==> src/verilog/lnmon_pkg.sv <==
// Shared constants and types for the receive link error monitor.
package lnmon_pkg;
  localparam int NUM_LANES   = 8;
  localparam int NUM_TYPES   = 3;
  localparam int PARAM_BYTES = 14;
  localparam int CSUM_BYTES  = 13;
  // Register offsets.
  localparam logic [11:0] A_LINK_CTRL  = 12'h300;
  localparam logic [11:0] A_SYNC_PULSE = 12'h312;
  localparam logic [11:0] A_RX_PARAM   = 12'h400;
  localparam logic [11:0] A_CFG_PARAM  = 12'h450;
  localparam logic [11:0] A_GRP_LOCK   = 12'h470;
  localparam logic [11:0] A_FRAME_LOCK = 12'h471;
  localparam logic [11:0] A_CSUM_OK    = 12'h472;
  localparam logic [11:0] A_ALIGN      = 12'h473;
  localparam logic [11:0] A_ERR_LIMIT  = 12'h47C;
  localparam logic [11:0] A_SYNC_SEL   = 12'h47D;
  localparam logic [11:0] A_LANE_CTRL  = 12'h480;
  localparam logic [11:0] A_LANE_HOLD  = 12'h488;
  localparam logic [11:0] A_LANE_TERM  = 12'h490;
  localparam logic [11:0] A_IRQ_EN     = 12'h4B8;
  localparam logic [11:0] A_MIS_EN     = 12'h4B9;
  localparam logic [11:0] A_IRQ_ST     = 12'h4BA;
  localparam logic [11:0] A_MIS_ST     = 12'h4BB;
  localparam logic [11:0] A_ERR_CNT    = 12'h4C0;
  localparam int          CNT_WIN      = 24;
  // Error type index, also the bit order of select, enable and hold.
  localparam int ERR_UEK = 0;
  localparam int ERR_NIT = 1;
  localparam int ERR_BDE = 2;
  // Field positions.
  localparam int CSUM_MODE_BIT  = 6;
  localparam int ERR_EN_LSB     = 3;
  localparam int LANE_ACT_BIT   = 3;
  localparam int IRQ_OVR_LSB    = 5;
  localparam int IRQ_CGS        = 0;
  localparam int IRQ_FRAME      = 1;
  localparam int IRQ_CSUM       = 2;
  localparam int IRQ_ILAS       = 3;
  localparam int PULSE_LEN_LSB  = 4;
  localparam int CFG_F_BYTE     = 4;
  localparam int CNT_TYPE_LSB   = 3;
  // Link parameter byte layout used by the field-sum checksum.
  localparam int B_DID = 0;
  localparam int B_BID = 1;
  localparam int B_SCR_L = 3;
  localparam int B_F = 4;
  localparam int B_K = 5;
  localparam int B_M = 6;
  localparam int B_N = 7;
  localparam int B_SUB_NP = 8;
  localparam int B_JV_S = 9;
  localparam int B_HD = 10;
  localparam logic [7:0] MASK_LO4 = 8'h0F;
  localparam logic [7:0] MASK_LO5 = 8'h1F;
  localparam int TOP3_LSB = 5;
  localparam int TOP_BIT  = 7;
  // Reset values, counter maximum and pulse length codes.
  localparam logic [7:0] ERR_LIMIT_RST = 8'hFF;
  localparam logic [7:0] CNT_MAX       = 8'hFF;
  localparam logic [2:0] SYNC_SEL_RST  = 3'h7;
  localparam logic [2:0] ERR_EN_RST    = 3'h7;
  localparam logic [2:0] HOLD_RST      = 3'h0;
  localparam logic [7:0] IRQ_EN_RST    = 8'h00;
  localparam logic       MIS_EN_RST    = 1'b1;
  localparam logic [3:0] PULSE_LEN_RST = 4'h0;
  localparam logic [3:0] PULSE_LEN_F2  = 4'h1;
  localparam logic [3:0] PULSE_LEN_F4  = 4'h2;
  // Timing, in frames and octets; the core clock carries four octets.
  localparam int OCTETS_PER_CLK    = 4;
  localparam int RESYNC_FRAMES     = 5;
  localparam int RESYNC_OCTETS     = 9;
  localparam int DISP_REINIT_CHARS = 4;
  localparam int TMR_W             = 9;
  typedef enum logic [1:0] {
    ST_LINK_UP   = 2'b00,
    ST_ERR_PULSE = 2'b01,
    ST_RESYNC    = 2'b10
  } lnmon_sync_e;
endpackage

==> src/verilog/lnmon_monitor.sv <==
// Error, sync request and link establishment monitor for the receiver.
`timescale 1ns/10ps
// Operation
// - A lane error in ST_LINK_UP that starts no resync pulses the sync request low for the programmed width.
// - Pulse length field bits 7..4 of 0x312: 0, 1, 2 select width.
// - Over-threshold events set status bits 7..5 when enabled in 0x4B8.
// - Four invalid-disparity characters on a lane force a link resync.
// - A resync holds the sync request low five frames plus nine octets.
// - Per-lane enables in bits 5..3 of 0x480..0x487, set at reset.
// - Selected error type reaching threshold on any lane drives sync low.
// - One error limit at 0x47C serves all lanes and types.
// - Resync clears all error counters but leaves interrupt status alone.
// - 0x470 bit x shows lane x passed code group sync.
// - 0x471 bit x shows lane x finished frame sync.
// - 0x472 bit x shows lane checksum matches the field sum.
// - With 0x300 bit 6 set, checksum sums bytes 0x400..0x40C plus lane id.
// - 0x473 bit x shows lane x passed lane alignment.
// - CGS, frame, checksum, alignment failures set status bits 0..3 when enabled in 0x4B8.
// - Writing one to a status bit of 0x4BA clears it.
// - Mismatch enable 0x4B9 bit 0, set at reset; status clears at 0x4BB.
// - Mismatch when configured 0x450..0x45D differ from received 0x400..
// - Each counter saturates at 0xFF or wraps per its hold bit.
// - Error limit resets to 0xFF and sync select to all types.
// - Writing zero to a lane counter reset bit clears that counter.
module lnmon_monitor #(
  parameter int NL = lnmon_pkg::NUM_LANES
) (
  // Clock and reset
  input  wire logic            core_clk,
  input  wire logic            rst,
  // Register port
  input  wire logic [11:0]     reg_addr,
  input  wire logic            reg_wr,
  input  wire logic [7:0]      reg_wdata,
  input  wire logic            reg_rd,
  output logic [7:0]           reg_rdata,
  // Lane decoder errors, one-cycle pulses
  input  wire logic [NL-1:0]   unexpected_control_char_error,
  input  wire logic [NL-1:0]   not_in_table_error,
  input  wire logic [NL-1:0]   bad_disparity_error,
  // Lane link establishment
  input  wire logic [NL-1:0]   lane_cgs_done,
  input  wire logic [NL-1:0]   lane_frame_done,
  input  wire logic [NL-1:0]   lane_ilas_done,
  input  wire logic [NL*8-1:0] lane_rx_checksum,
  input  wire logic [NL*5-1:0] lane_rx_id,
  input  wire logic [111:0]    rx_params,
  // Link
  output logic                 sync_request_out_n
);
  localparam int NT = lnmon_pkg::NUM_TYPES;
  localparam int NC = NL * NT;

  function automatic logic in_win(input logic [11:0] a,
                                  input logic [11:0] base, input int n);
    in_win = (a >= base) && ({20'h0, a - base} < n);
  endfunction

  localparam int TMR_W_L = lnmon_pkg::TMR_W;

  function automatic logic [TMR_W_L-1:0] resync_len(input logic [7:0] fm1);
    logic [11:0] oct;
    oct = ({4'h0, fm1} + 12'h001) * 12'(lnmon_pkg::RESYNC_FRAMES)
        + 12'(lnmon_pkg::RESYNC_OCTETS + lnmon_pkg::OCTETS_PER_CLK - 1);
    resync_len = TMR_W_L'(oct / 12'(lnmon_pkg::OCTETS_PER_CLK));
  endfunction

  // Registers.
  logic [7:0]  link_ctrl;
  logic [3:0]  pulse_len;
  logic [7:0]  cfg_param [lnmon_pkg::PARAM_BYTES];
  logic [7:0]  error_limit;
  logic [2:0]  sync_assert_select;
  logic [2:0]  lane_en   [NL];
  logic [2:0]  lane_hold [NL];
  logic [7:0]  irq_en;
  logic        mis_en;
  logic [7:0]  irq_st;
  logic        mis_st;
  logic [NL-1:0] lane_group_lock_status;
  logic [NL-1:0] lane_frame_lock_status;
  logic [NL-1:0] lane_checksum_ok_status;
  logic [NL-1:0] lane_alignment_status;
  logic        mis_seen;
  logic [2:0]  disp_run [NL];
  lnmon_pkg::lnmon_sync_e state;
  lnmon_pkg::lnmon_sync_e next_state;
  logic [TMR_W_L-1:0] tmr;
  logic [TMR_W_L-1:0] next_tmr;

  // Counters.
  logic [7:0]    cnt  [NC];
  logic [NC-1:0] hit;
  logic [NC-1:0] term;
  logic [NC-1:0] cnt_clr;
  logic [NL-1:0] csum_match;
  logic [7:0]    csum_calc [NL];
  logic [111:0]  cfg_flat;
  logic [NT-1:0] type_hit;
  logic [NL-1:0] disp4;

  wire resync_now = (state == lnmon_pkg::ST_RESYNC);
  wire wr_lane    = reg_wr && in_win(reg_addr, lnmon_pkg::A_LANE_CTRL, NL);
  wire [2:0] wr_idx = 3'(reg_addr - lnmon_pkg::A_LANE_CTRL);

  genvar gl, gt, gb;
  generate
    for (gl = 0; gl < NL; gl++) begin : g_lane
      wire [NT-1:0] errs = {bad_disparity_error[gl], not_in_table_error[gl],
                            unexpected_control_char_error[gl]};
      for (gt = 0; gt < NT; gt++) begin : g_type
        localparam int K = gl * NT + gt;
        assign cnt_clr[K] = resync_now ||
          (wr_lane && wr_idx == 3'(gl) && !reg_wdata[gt]);
        lnmon_errcnt u_cnt (
          .core_clk (core_clk),
          .rst      (rst),
          .err      (errs[gt]),
          .enable   (lane_en[gl][gt]),
          .hold     (lane_hold[gl][gt]),
          .clear    (cnt_clr[K]),
          .limit    (error_limit),
          .count    (cnt[K]),
          .hit      (hit[K]),
          .terminal (term[K])
        );
      end
      lnmon_csum u_csum (
        .packed_mode (link_ctrl[lnmon_pkg::CSUM_MODE_BIT]),
        .params      (rx_params[103:0]),
        .lane_id     (lane_rx_id[gl*5 +: 5]),
        .checksum    (csum_calc[gl])
      );
      assign csum_match[gl] =
        (csum_calc[gl] == lane_rx_checksum[gl*8 +: 8]);
      assign disp4[gl] = bad_disparity_error[gl] &&
        (disp_run[gl] == 3'(lnmon_pkg::DISP_REINIT_CHARS - 1));
    end
    for (gt = 0; gt < NT; gt++) begin : g_thit
      logic acc;
      always_comb begin
        acc = 1'b0;
        for (int l = 0; l < NL; l++) begin
          acc = acc | hit[l*NT + gt];
        end
      end
      assign type_hit[gt] = acc;
    end
    // A net, not a function, so the compare follows every config write.
    for (gb = 0; gb < lnmon_pkg::PARAM_BYTES; gb++) begin : g_flat
      assign cfg_flat[gb*8 +: 8] = cfg_param[gb];
    end
  endgenerate

  wire sel_hit      = |(type_hit & sync_assert_select);
  wire start_resync = sel_hit || (|disp4);
  wire any_err      = |{unexpected_control_char_error, not_in_table_error,
                        bad_disparity_error};
  // pulse length select; a half cycle rounds up to one.
  wire [TMR_W_L-1:0] pulse_cyc = (pulse_len == lnmon_pkg::PULSE_LEN_F4)
                                 ? TMR_W_L'(1) : TMR_W_L'(0);
  wire [TMR_W_L-1:0] rs_cyc =
    resync_len(cfg_param[lnmon_pkg::CFG_F_BYTE]) - TMR_W_L'(1);

  always_comb begin
    next_state = state;
    next_tmr   = tmr;
    unique case (state)
      lnmon_pkg::ST_LINK_UP, lnmon_pkg::ST_ERR_PULSE: begin
        if (start_resync) begin
          next_state = lnmon_pkg::ST_RESYNC;
          next_tmr   = rs_cyc;
        end else if (state == lnmon_pkg::ST_LINK_UP && any_err) begin
          next_state = lnmon_pkg::ST_ERR_PULSE;
          next_tmr   = pulse_cyc;
        end else if (state == lnmon_pkg::ST_ERR_PULSE) begin
          if (tmr == '0) next_state = lnmon_pkg::ST_LINK_UP;
          else next_tmr = tmr - TMR_W_L'(1);
        end
      end
      lnmon_pkg::ST_RESYNC: begin
        if (tmr == '0) next_state = lnmon_pkg::ST_LINK_UP;
        else next_tmr = tmr - TMR_W_L'(1);
      end
      default: begin
        next_state = lnmon_pkg::ST_LINK_UP;
        next_tmr   = '0;
      end
    endcase
  end

  always_ff @(posedge core_clk) begin
    if (rst) begin
      state              <= lnmon_pkg::ST_LINK_UP;
      tmr                <= '0;
      sync_request_out_n <= 1'b1;
    end else begin
      state              <= next_state;
      tmr                <= next_tmr;
      sync_request_out_n <= (next_state == lnmon_pkg::ST_LINK_UP);
    end
  end

  // Disparity run per lane, reset by every resync.
  always_ff @(posedge core_clk) begin
    for (int l = 0; l < NL; l++) begin
      if (rst || resync_now) disp_run[l] <= 3'h0;
      else if (bad_disparity_error[l]) disp_run[l] <= disp_run[l] + 3'h1;
    end
  end

  // Link establishment status and failure events.
  wire [NL-1:0] ilas_rise = lane_ilas_done & ~lane_alignment_status;
  wire [NL-1:0] csum_now  = lane_ilas_done & csum_match;
  wire mismatch = |(cfg_flat ^ rx_params);
  wire mis_evt  = mismatch && (|lane_ilas_done) && !mis_seen;
  wire [7:0] fail_evt = {type_hit,
    1'b0,
    |(lane_alignment_status & ~lane_ilas_done),
    |(ilas_rise & ~csum_match),
    |(lane_frame_lock_status & ~lane_frame_done),
    |(lane_group_lock_status & ~lane_cgs_done)};

  wire wr_irq_st = reg_wr && reg_addr == lnmon_pkg::A_IRQ_ST;
  wire wr_mis_st = reg_wr && reg_addr == lnmon_pkg::A_MIS_ST;
  wire [7:0] irq_clr = wr_irq_st ? reg_wdata : 8'h00;
  wire [7:0] irq_set = fail_evt & irq_en;
  wire [7:0] next_irq_st = (irq_st & ~irq_clr) | irq_set;

  always_ff @(posedge core_clk) begin
    if (rst) begin
      lane_group_lock_status  <= '0;
      lane_frame_lock_status  <= '0;
      lane_checksum_ok_status <= '0;
      lane_alignment_status   <= '0;
      irq_st                  <= 8'h00;
      mis_st                  <= 1'b0;
      mis_seen                <= 1'b0;
    end else begin
      lane_group_lock_status  <= lane_cgs_done;
      lane_frame_lock_status  <= lane_frame_done;
      lane_alignment_status   <= lane_ilas_done;
      lane_checksum_ok_status <= csum_now;
      irq_st   <= next_irq_st;
      mis_seen <= mismatch && (|lane_ilas_done);
      mis_st <= (mis_st && !(wr_mis_st && reg_wdata[0]))
                || (mis_evt && mis_en);
    end
  end

  // Register writes.
  wire [3:0] cfg_idx = 4'(reg_addr - lnmon_pkg::A_CFG_PARAM);
  wire [2:0] hold_idx = 3'(reg_addr - lnmon_pkg::A_LANE_HOLD);
  always_ff @(posedge core_clk) begin
    if (rst) begin
      link_ctrl          <= 8'h00;
      pulse_len          <= lnmon_pkg::PULSE_LEN_RST;
      error_limit        <= lnmon_pkg::ERR_LIMIT_RST;
      sync_assert_select <= lnmon_pkg::SYNC_SEL_RST;
      irq_en             <= lnmon_pkg::IRQ_EN_RST;
      mis_en             <= lnmon_pkg::MIS_EN_RST;
      for (int i = 0; i < lnmon_pkg::PARAM_BYTES; i++) cfg_param[i] <= 8'h00;
      for (int l = 0; l < NL; l++) begin
        lane_en[l]   <= lnmon_pkg::ERR_EN_RST;
        lane_hold[l] <= lnmon_pkg::HOLD_RST;
      end
    end else if (reg_wr) begin
      if (reg_addr == lnmon_pkg::A_LINK_CTRL) link_ctrl <= reg_wdata;
      if (reg_addr == lnmon_pkg::A_SYNC_PULSE)
        pulse_len <= reg_wdata[lnmon_pkg::PULSE_LEN_LSB +: 4];
      if (reg_addr == lnmon_pkg::A_ERR_LIMIT) error_limit <= reg_wdata;
      if (reg_addr == lnmon_pkg::A_SYNC_SEL)
        sync_assert_select <= reg_wdata[2:0];
      if (reg_addr == lnmon_pkg::A_IRQ_EN) irq_en <= reg_wdata;
      if (reg_addr == lnmon_pkg::A_MIS_EN) mis_en <= reg_wdata[0];
      if (in_win(reg_addr, lnmon_pkg::A_CFG_PARAM, lnmon_pkg::PARAM_BYTES))
        cfg_param[cfg_idx] <= reg_wdata;
      if (wr_lane)
        lane_en[wr_idx] <= reg_wdata[lnmon_pkg::ERR_EN_LSB +: 3];
      if (in_win(reg_addr, lnmon_pkg::A_LANE_HOLD, NL))
        lane_hold[hold_idx] <= reg_wdata[2:0];
    end
  end

  // Read selection.
  wire [11:0] ra = reg_addr;
  wire [2:0]  rl = 3'(ra - lnmon_pkg::A_LANE_CTRL);
  wire [2:0]  rt = 3'(ra - lnmon_pkg::A_LANE_TERM);
  wire [4:0]  rc = 5'(ra - lnmon_pkg::A_ERR_CNT);
  wire [3:0]  rp = 4'(ra - lnmon_pkg::A_RX_PARAM);
  wire [7:0]  rd_val =
    ra == lnmon_pkg::A_LINK_CTRL  ? link_ctrl :
    ra == lnmon_pkg::A_SYNC_PULSE ? {pulse_len, 4'h0} :
    in_win(ra, lnmon_pkg::A_RX_PARAM, lnmon_pkg::PARAM_BYTES)
                                  ? rx_params[rp*8 +: 8] :
    in_win(ra, lnmon_pkg::A_CFG_PARAM, lnmon_pkg::PARAM_BYTES)
                                  ? cfg_param[cfg_idx] :
    ra == lnmon_pkg::A_GRP_LOCK   ? 8'(lane_group_lock_status) :
    ra == lnmon_pkg::A_FRAME_LOCK ? 8'(lane_frame_lock_status) :
    ra == lnmon_pkg::A_CSUM_OK    ? 8'(lane_checksum_ok_status) :
    ra == lnmon_pkg::A_ALIGN      ? 8'(lane_alignment_status) :
    ra == lnmon_pkg::A_ERR_LIMIT  ? error_limit :
    ra == lnmon_pkg::A_SYNC_SEL   ? {5'h00, sync_assert_select} :
    in_win(ra, lnmon_pkg::A_LANE_CTRL, NL) ? {2'h0, lane_en[rl], 3'h7} :
    in_win(ra, lnmon_pkg::A_LANE_HOLD, NL) ? {5'h00, lane_hold[hold_idx]} :
    in_win(ra, lnmon_pkg::A_LANE_TERM, NL) ?
      {4'h0, lane_group_lock_status[rt], term[rt*NT +: NT]} :
    ra == lnmon_pkg::A_IRQ_EN     ? irq_en :
    ra == lnmon_pkg::A_MIS_EN     ? {7'h00, mis_en} :
    ra == lnmon_pkg::A_IRQ_ST     ? irq_st :
    ra == lnmon_pkg::A_MIS_ST     ? {7'h00, mis_st} :
    in_win(ra, lnmon_pkg::A_ERR_CNT, lnmon_pkg::CNT_WIN)
      ? cnt[rc[2:0]*NT + rc[4:lnmon_pkg::CNT_TYPE_LSB]] : 8'h00;

  always_ff @(posedge core_clk) begin
    if (rst) reg_rdata <= 8'h00;
    else if (reg_rd) reg_rdata <= rd_val;
  end
endmodule

==> src/verilog/lnmon_errcnt.sv <==
// One error counter for one lane and one error type.
`timescale 1ns/10ps
module lnmon_errcnt (
  // Clock and reset
  input  wire logic       core_clk,
  input  wire logic       rst,
  // Control
  input  wire logic       err,
  input  wire logic       enable,
  input  wire logic       hold,
  input  wire logic       clear,
  input  wire logic [7:0] limit,
  // Status
  output logic [7:0]      count,
  output logic            hit,
  output logic            terminal
);
  wire       inc        = err & enable & ~clear;
  wire       at_max     = (count == lnmon_pkg::CNT_MAX);
  wire       stalled    = hold & at_max;
  wire [7:0] next_count = count + 8'h01;

  always_ff @(posedge core_clk) begin
    if (rst || clear) begin
      count    <= 8'h00;
      hit      <= 1'b0;
      terminal <= 1'b0;
    end else begin
      if (inc && !stalled) begin
        count <= next_count;
      end
      hit <= inc && !stalled && (next_count == limit);
      if (inc && !stalled && next_count == lnmon_pkg::CNT_MAX) begin
        terminal <= 1'b1;
      end
    end
  end
endmodule

==> src/verilog/lnmon_csum.sv <==
// Local checksum of the received link parameters for one lane.
`timescale 1ns/10ps
module lnmon_csum (
  // Inputs
  input  wire logic         packed_mode,
  input  wire logic [103:0] params,
  input  wire logic [4:0]   lane_id,
  // Result
  output logic [7:0]        checksum
);
  function automatic logic [7:0] pb(input logic [103:0] p, input int i);
    pb = p[i*8 +: 8];
  endfunction

  logic [7:0] field_sum;
  logic [7:0] packed_sum;

  always_comb begin
    field_sum = pb(params, lnmon_pkg::B_DID)
      + (pb(params, lnmon_pkg::B_BID) & lnmon_pkg::MASK_LO4)
      + {3'h0, lane_id}
      + {7'h00, params[lnmon_pkg::B_SCR_L*8 + lnmon_pkg::TOP_BIT]}
      + (pb(params, lnmon_pkg::B_SCR_L) & lnmon_pkg::MASK_LO5)
      + pb(params, lnmon_pkg::B_F)
      + (pb(params, lnmon_pkg::B_K) & lnmon_pkg::MASK_LO5)
      + pb(params, lnmon_pkg::B_M)
      + (pb(params, lnmon_pkg::B_N) & lnmon_pkg::MASK_LO5)
      + (pb(params, lnmon_pkg::B_SUB_NP) >> lnmon_pkg::TOP3_LSB)
      + (pb(params, lnmon_pkg::B_SUB_NP) & lnmon_pkg::MASK_LO5)
      + (pb(params, lnmon_pkg::B_JV_S) >> lnmon_pkg::TOP3_LSB)
      + (pb(params, lnmon_pkg::B_JV_S) & lnmon_pkg::MASK_LO5)
      + {7'h00, params[lnmon_pkg::B_HD*8 + lnmon_pkg::TOP_BIT]};
    packed_sum = {3'h0, lane_id};
    for (int i = 0; i < lnmon_pkg::CSUM_BYTES; i++) begin
      packed_sum = packed_sum + pb(params, i);
    end
    checksum = packed_mode ? packed_sum : field_sum;
  end
endmodule

==> config.mk <==
export PLATFORM = sky130hd
export DESIGN_NAME = lnmon_monitor
export DESIGN_NICKNAME = d
export VERILOG_FILES = /design/src/verilog/lnmon_pkg.sv /design/src/verilog/lnmon_monitor.sv /design/src/verilog/lnmon_errcnt.sv /design/src/verilog/lnmon_csum.sv
export SDC_FILE = /design/constraint.sdc
export NUM_CORES = 2
export LEC_CHECK = 0
export BUFFER_PORTS_ARGS = -buffer_cell sky130_fd_sc_hd__buf_2
export CORE_MARGIN = 2
export CORE_UTILIZATION = 50
export DETAILED_ROUTE_END_ITERATION = 16
export GPL_TIMING_DRIVEN = 0
export PLACE_DENSITY = 0.67
export SYNTH_ARGS = -nofsm -noshare
export SYNTH_HDL_FRONTEND = slang
export SYNTH_SLANG_ARGS = --single-unit
==> constraint.sdc <==
create_clock -name core_clk -period 24.1 [get_ports core_clk]
set_input_delay 2.41 -clock core_clk [delete_from_list [all_inputs] [get_ports core_clk]]
set_output_delay 2.41 -clock core_clk [all_outputs]
set_load 0.02 [all_outputs]
## Word-level counts from Yosys, hierarchy flattened

Memory sizes are Yosys's and may differ from the RTL's.
Index checks and enable logic that the tools add are counted.

- Logic and storage cells: 940
- Memories kept: 4
- Bits in registers: 334
- Output and inout bits: 9
- Memory bits (writable): 184

- Add/sub/neg operators: 244
- Bitwise gates (word level): 143
- Order comparisons: 14
- Shift-type cells: 2
- Equal/unequal tests: 111
- Mux-type cells: 100
- $mul: 3
- Reductions and logical operators: 230

Memories:

| name | words | bits a word | read ports | clocked after Yosys merged registers in | write ports | RTL line | source |
|---|---|---|---|---|---|---|---|
| cfg_param | 14 | 8 | 15 | 0 | 14 | lnmon_monitor.sv:71 | `logic [7:0] cfg_param [lnmon_pkg::PARAM_BYTES];` |
| disp_run | 8 | 3 | 8 | 0 | 8 | lnmon_monitor.sv:85 | `logic [2:0] disp_run [NL];` |
| lane_en | 8 | 3 | 9 | 0 | 8 | lnmon_monitor.sv:74 | `logic [2:0] lane_en [NL];` |
| lane_hold | 8 | 3 | 9 | 0 | 8 | lnmon_monitor.sv:75 | `logic [2:0] lane_hold [NL];` |

Operators by type and width:

| kind | count |
|---|---|
| 8-bit adder | 112 |
| 8-bit by 5-bit adder with 8-bit output | 48 |
| 8-bit equality test (second input constant) | 48 |
| 8-bit equality test | 32 |
| 8-bit two-way mux | 30 |
| 8-bit by 1-bit adder with 8-bit output (second input constant) | 24 |
| 8-bit by 1-bit adder with 8-bit output | 16 |
| 8-bit by 3-bit adder with 8-bit output | 16 |
| 1-bit logical AND | 127 |
| 12-bit by 11-bit equality test with 1-bit output (second input constant) | 10 |
| 112-bit OR reduction | 1 |
| 112-bit by 8-bit variable part select with 8-bit output | 1 |
| 112-bit XOR | 1 |
| 1-bit AND | 72 |
| 12-bit by 11-bit greater-or-equal comparator with 1-bit output (second input constant) | 6 |
| 12-bit by 11-bit subtractor with 12-bit output (second input constant) | 6 |
| 5-bit by 8-bit adder with 8-bit output | 8 |
| 8-bit AND | 8 |
| 12-bit by 4-bit < comparator with 1-bit output (second input constant) | 5 |
| 8-bit OR reduction | 7 |
| 1-bit logical OR | 51 |
| 8-bit inverter | 6 |
| 1-bit two-way mux | 45 |
| 8-bit binary-select mux with 5-bit select | 1 |
| other kinds (40) | 166 |

## Logic depth before layout (Yosys ltp)

- Depth in word-level cells: 25
- Mapped depth: 25

## Hierarchy

Synthesis repeated with hierarchy kept, for this count alone.

- Cells, all modules: 7336
- Area total of the unflattened synthesis: 71758.8 um^2

By module, submodules not included:

| module | seq. area each (um^2) | area each (um^2) | cells an instance | times used |
|---|---|---|---|---|
| lnmon_monitor | 7767.4 | 20387.1 | 1887 | 1 |
| lnmon_errcnt | 200.2 | 834.6 | 100 | 24 |
| lnmon_csum at g_lane[0].u_csum ... | 0.0 | 3906.2 | 379 | 3 |
| lnmon_csum at g_lane[6].u_csum | 0.0 | 3943.8 | 388 | 1 |
| lnmon_csum at g_lane[7].u_csum | 0.0 | 3933.8 | 385 | 1 |
| lnmon_csum at g_lane[4].u_csum | 0.0 | 3921.3 | 379 | 1 |
| lnmon_csum at g_lane[5].u_csum | 0.0 | 3917.5 | 381 | 1 |
| lnmon_csum at g_lane[2].u_csum | 0.0 | 3907.5 | 379 | 1 |

## Least setup slack after synthesis

OpenSTA, ideal clock, no wires.

- Path kind: in2reg
- From: input port rx_params[42]
- To: register irq_st[2]
- Stages on the path: 21
- Buffers on the path: 0
- Setup slack: 14.866 ns
- Data arrival time: 9.119 ns
- Cell sequence: inv_1 fa_1 inv_1 fa_1 inv_1 fa_1 inv_1 fa_1 fa_1 fa_1 fa_1 a211oi_1 o21ai_0 a21o_1 a211o_1 and4_4 and4_1 or4_1 a221o_1 or4b_1 a31o_1

- Longest elaborated chain between the ends: 15

RTL lines:

| item | RTL line | source |
|---|---|---|
| start, declared | lnmon_monitor.sv:47 | `input wire logic [111:0] rx_params,` |
| 8-bit by 5-bit adder with 8-bit output or 8-bit adder (tied branches) | lnmon_csum.sv:25, lnmon_csum.sv:35 |  |
| 8-bit adder, on equally long branches | lnmon_csum.sv:26, lnmon_csum.sv:35 |  |
| 8-bit by 5-bit adder with 8-bit output or 8-bit adder (tied branches) | lnmon_csum.sv:27, lnmon_csum.sv:35 |  |
| 8-bit by 3-bit adder with 8-bit output or 8-bit adder (tied branches) | lnmon_csum.sv:28, lnmon_csum.sv:35 |  |
| 8-bit by 5-bit adder with 8-bit output or 8-bit adder (tied branches) | lnmon_csum.sv:29, lnmon_csum.sv:35 |  |
| 8-bit by 3-bit adder with 8-bit output or 8-bit adder (tied branches) | lnmon_csum.sv:30, lnmon_csum.sv:35 |  |
| 8-bit by 5-bit adder with 8-bit output or 8-bit adder (tied branches) | lnmon_csum.sv:31, lnmon_csum.sv:35 |  |
| 8-bit by 1-bit adder with 8-bit output or 8-bit adder (tied branches) | lnmon_csum.sv:32, lnmon_csum.sv:35 |  |
| 8-bit two-way mux | lnmon_csum.sv:37 | `checksum = packed_mode ? packed_sum : field_sum;` |
| 8-bit equality test | lnmon_monitor.sv:135 | `(csum_calc[gl] == lane_rx_checksum[gl*8 +: 8]);` |
| 8-bit inverter * | lnmon_monitor.sv:220 | `\|(ilas_rise & ~csum_match),` |
| 8-bit AND * | lnmon_monitor.sv:220 |  |
| 8-bit OR reduction * | lnmon_monitor.sv:220 |  |
| 8-bit AND * | lnmon_monitor.sv:227 | `wire [7:0] irq_set = fail_evt & irq_en;` |
| 8-bit bitwise OR * | lnmon_monitor.sv:228 | `wire [7:0] next_irq_st = (irq_st & ~irq_clr) \| irq_set;` |
| end signal, assigned | lnmon_monitor.sv:244 | `irq_st <= next_irq_st;` |
| end, declared | lnmon_monitor.sv:78 | `logic [7:0] irq_st;` |

Mark *: on every way between the ends. The rest lies on a longest branch, timed or not.
A chain may end at the register's enable or synchronous reset.

## Worst setup path after layout

- From: input port rx_params[0]
- To: register irq_st[2]

- Longest elaborated chain between the ends: 20

RTL lines:

| item | RTL line |
|---|---|
| 8-bit by 4-bit adder with 8-bit output or 5-bit by 8-bit adder with 8-bit output (tied branches) | lnmon_csum.sv:20, lnmon_csum.sv:35 |
| 8-bit by 5-bit adder with 8-bit output or 8-bit adder (tied branches) | lnmon_csum.sv:21, lnmon_csum.sv:35 |
| 8-bit by 1-bit adder with 8-bit output or 8-bit adder (tied branches) | lnmon_csum.sv:22, lnmon_csum.sv:35 |
| 8-bit by 5-bit adder with 8-bit output or 8-bit adder (tied branches) | lnmon_csum.sv:23, lnmon_csum.sv:35 |
| 8-bit adder, on equally long branches | lnmon_csum.sv:24, lnmon_csum.sv:35 |
| 8-bit by 5-bit adder with 8-bit output or 8-bit adder (tied branches) | lnmon_csum.sv:25, lnmon_csum.sv:35 |
| 8-bit adder, on equally long branches | lnmon_csum.sv:26, lnmon_csum.sv:35 |
| 8-bit by 5-bit adder with 8-bit output or 8-bit adder (tied branches) | lnmon_csum.sv:27, lnmon_csum.sv:35 |
| [4 not listed] | -- |
| 8-bit by 1-bit adder with 8-bit output or 8-bit adder (tied branches) | lnmon_csum.sv:32, lnmon_csum.sv:35 |
| 8-bit two-way mux | lnmon_csum.sv:37 |
| 8-bit equality test | lnmon_monitor.sv:135 |
| 8-bit inverter * | lnmon_monitor.sv:220 |
| 8-bit AND * | lnmon_monitor.sv:220 |
| 8-bit OR reduction * | lnmon_monitor.sv:220 |
| 8-bit AND * | lnmon_monitor.sv:227 |
| 8-bit bitwise OR * | lnmon_monitor.sv:228 |

Marks and branches as above.

==> results.py <==
metrics = {
    "worst_setup_path": {
        "crit_path_frequent_cell": "fa_1",
        "worstSetupPathType": "in2reg",
        "cp_data_arrival_time_ns": 12.53,
        "reg2regPathDepth": 11,
        "r2r_slack_ns": 16.90,
        "start_kind": "input port",
        "crit_chain": "buf_2 > ha_1 > fa_1 > xor2_1 > clkbuf_1 > clkbuf_1 > inv_1 > fa_1 > fa_1 > fa_1 > inv_1 > fa_1 > fa_1 > a211oi_1 > o41ai_1 > nor3_1 > xnor2_1 > nor4_1 > o211a_1 > o32ai_1 > or4b_1 > a31o_1",
        "r2r_end": "irq_st[2]",
        "timing.rr.start": "link_ctrl[6]",
        "crit_required_ns": 24.66,
        "end_kind": "flip-flop",
        "crit_slowest_cell": "clkbuf_1",
        "cp_max_fo": 11,
        "cpPeakStageDelay_ns": 0.88,
    },
    "cts": {
        "cts_root_buffer": "clkbuf_16",
        "hold_buffers": 0,
        "clk_latency_ns": 0.71,
        "path_clk_slew_ns": 0.07,
        "cts_tree": "done",
        "cts_buffers": 56,
        "post_cts_buffers": 0,
        "cts.sinks": 526,
        "htree_levels": 2,
        "cts_max_path_buffers": 3,
        "cts_resized": 0,
    },
    "die": {
        "ios": 297,
        "dieArea_um2": 111000,
        "core.rowCount": 120,
        "initial_core_util_pct": 50.5,
        "core_area_um2": 107000,
        "die_x_um": 333,
        "die_h_um": 333,
    },
    "hold_path": {
        "min_from": "irq_st[0]",
        "min_path_cells": 2,
        "whs_endpoint": "irq_st[0]",
        "hold_path.class": "reg2reg",
    },
    "logic_synthesis": {
        "syn_avg_cell_area_um2": 9.51,
        "synth_area_um2": 54100,
        "synthCells": 5691,
        "yosysTopAreaCell": "fa_1",
        "ys_ff_latch": 526,
        "synth.area.top_cells": "fa_1 (19%), dfxtp_1 (12%), edfxtp_1 (11%)",
        "synth_edf_count": 192,
        "yosysSeqAreaShare_pct": 23.0,
        "synth_nets": 6809,
        "async_flop_share_pct": 0,
        "synth_top_area_share_pct": 18.7,
        "synthFlopType": "dfxtp_1",
        "ys_warn_count": 0,
        "synth_cell_types": 83,
    },
    "sta": {
        "setup_viol": 0,
        "grt_setup_unrepaired": "no",
        "clock_skew_ns": 0.108,
        "maxSlewHeadroom_pct": -5.53,
        "period_needed_ns": 11.97,
        "period_share_pct": 49.7,
        "fmax_mhz": 83.5,
        "tightestPinTransition_ns": 1.58,
        "finalHoldViolations": 0,
        "maxSlewViolCount": 36,
        "finalSetupTns_ns": 0,
    },
    "grt": {
        "grt-ovfl-total": 0,
        "grt_pass1_wl_mm": 319,
        "track_usage_pct": 40.3,
        "antenna_found_initial": 14,
        "grt_max_degree": 17,
        "grt_pass1_vias": 45400,
    },
    "finish": {
        "fillers": 9871,
        "syn2layout_area_growth_pct": 9.66,
        "multi_input_area_um2": 38500,
        "layout_common_cells": "inv_1 (592), fa_1 (506), nor2_1 (452)",
        "fin_nets": 7165,
        "drive_gt1_share_pct": 9.63,
        "stdcell_count": 7507,
        "mostFrequentLayoutCell": "inv_1",
        "register_area_um2": 12500,
    },
    "run_status": {
        "status": "complete, but fails checks",
        "violations": "capacitance limit, slew limit",
    },
    "detailed_routing": {
        "drt_iter0_drc": 6412,
        "via_per_inst": 6.34,
        "wl_per_cell_um": 30.1,
        "drt-pass1-iter-count": 7,
        "vias": 47600,
        "finalWirelength_mm": 226,
        "ant_nets": 0,
        "drc": 0,
    },
    "power_and_ir_drop": {
        "switching_share_pct": 52.4,
        "internal_power_mw": 4.95,
        "p_total_mw": 10.4,
        "netSwitchingPower_mw": 5.46,
        "p_per_area_nw_per_um2": 175,
        "clkPwrFrac_pct": 8.8,
        "p_comb_share_pct": 81.3,
        "seqPwrFrac_pct": 9.9,
        "p_leak_nw": 24.0,
        "ir_drop_v": 0.000193,
    },
    "placed_design": {
        "port_buffers": 295,
        "gp_congestion": 1.06,
        "dp.cells": 7392,
        "dp.final_hpwl_mm": 177,
    },
    "job": {
        "drv_cap": 4,
    },
}
Yosys cell counts, types with 19 or more instances:
library cell	n
and3_1	80
and2_1	149
nand4_1	88
o21ai_1	20
fa_1	506
o211ai_1	26
dfxtp_1	334
nor3_1	70
and4_1	19
or3_1	39
nor2_1	452
xnor2_1	341
inv_1	592
a211oi_1	90
a21oi_1	151
ha_1	324
nand3_1	164
a31oi_1	40
a21o_1	33
nor2b_1	61
mux4_2	133
clkbuf_1	208
nand2_1	386
nor3b_1	30
edfxtp_1	192
xor2_1	410
nor4_1	87
buf_1	41
a22oi_1	19
mux2i_1	35
o21a_1	22
or2_2	29
o21ai_0	230
cell families after synthesis:
logic type,Yosys count,synth area share (%)
flops,526,23.0
xor+xnor,765,12.7
mux,185,6.54
buf+inv,848,5.90
fa+ha+maj,830,26.2
simple gates,1710,15.7
compound gates,827,9.94
worst max-delay path by stage:
stage | startpoint | endpoint | slack, ns | depth (start not counted)
6_report | rx_params[0] | irq_st[2] | 12.13 | 22
5_1_grt | rx_params[0] | irq_st[2] | 12.36 | 22
4_1_cts | rx_params[0] | irq_st[2] | 12.70 | 22
3_5_place_dp | rx_params[0] | irq_st[2] | 12.03 | 22
3_3_place_gp | rx_params[50] | irq_st[2] | 11.78 | 22
2_1_floorplan | rx_params[42] | irq_st[2] | 14.87 | 21
layout make-up:
cell class                 count  area share [%]
clock buffer                  81            2.64
antenna                       10          0.0422
timing repair buffer         298            2.54
sequential                   526            21.0
clock inverter                24           0.552
multi-input combinational   4317            64.9
tap                         1403            2.96
inverter                     592            3.74
buffer                       256            1.65
layer usage:
metal / vias up / track usage [%] / share of wire (%)
li1: 20200 / - / -
met4: 16 / 22.6 / 6.8
met1: 23400 / 52.6 / 38
met5: - / 0 / 0.045
met2: 3216 / 57.6 / 41
met3: 755 / 14.6 / 14
stage by stage:
| stage | hold slack [ns] | instance area, um2 | util, % | worst slack (ns) |
|---|---|---|---|---|
| floorplan | 0.431 | 54100 | - | 14.87 |
| global placement | 0.443 | 57300 | 53.5 | 11.78 |
| detailed placement | 0.448 | 57400 | 53.6 | 12.03 |
| CTS | 0.456 | 59300 | 55.3 | 12.70 |
| global route | 0.493 | 59300 | 55.3 | 12.36 |
| finish | 0.461 | 59300 | 55.4 | 12.13 |
power groups by stage:
stage	clock (mW)	combinational [mW]	sequential (mW)
2_1_floorplan	0	6.03	1.02
3_3_place_gp	0	7.99	1.04
3_5_place_dp	0	8.16	1.04
4_1_cts	0.918	8.25	1.02
5_1_grt	0.949	9.38	1.03
6_report	0.918	8.47	1.03
critical path: cells and delay by family:
family	cells	cell delay (ns)
fa+ha+maj	7	3.39
buf+inv	5	2.90
simple gates	3	2.06
compound gates	5	1.24
xor+xnor	2	0.48
flip-flops by register name, summed over array words and instances, names as in the netlist, 9 cells and up:
name / flops
cfg_param: 120
disp_run: 24
g_lane.g_type.u_cnt.count: 192
g_lane.g_type.u_cnt.hit: 24
g_lane.g_type.u_cnt.terminal: 24
lane_en: 24
lane_hold: 24
tmr: 9
Power figures use the tool's default switching activity.
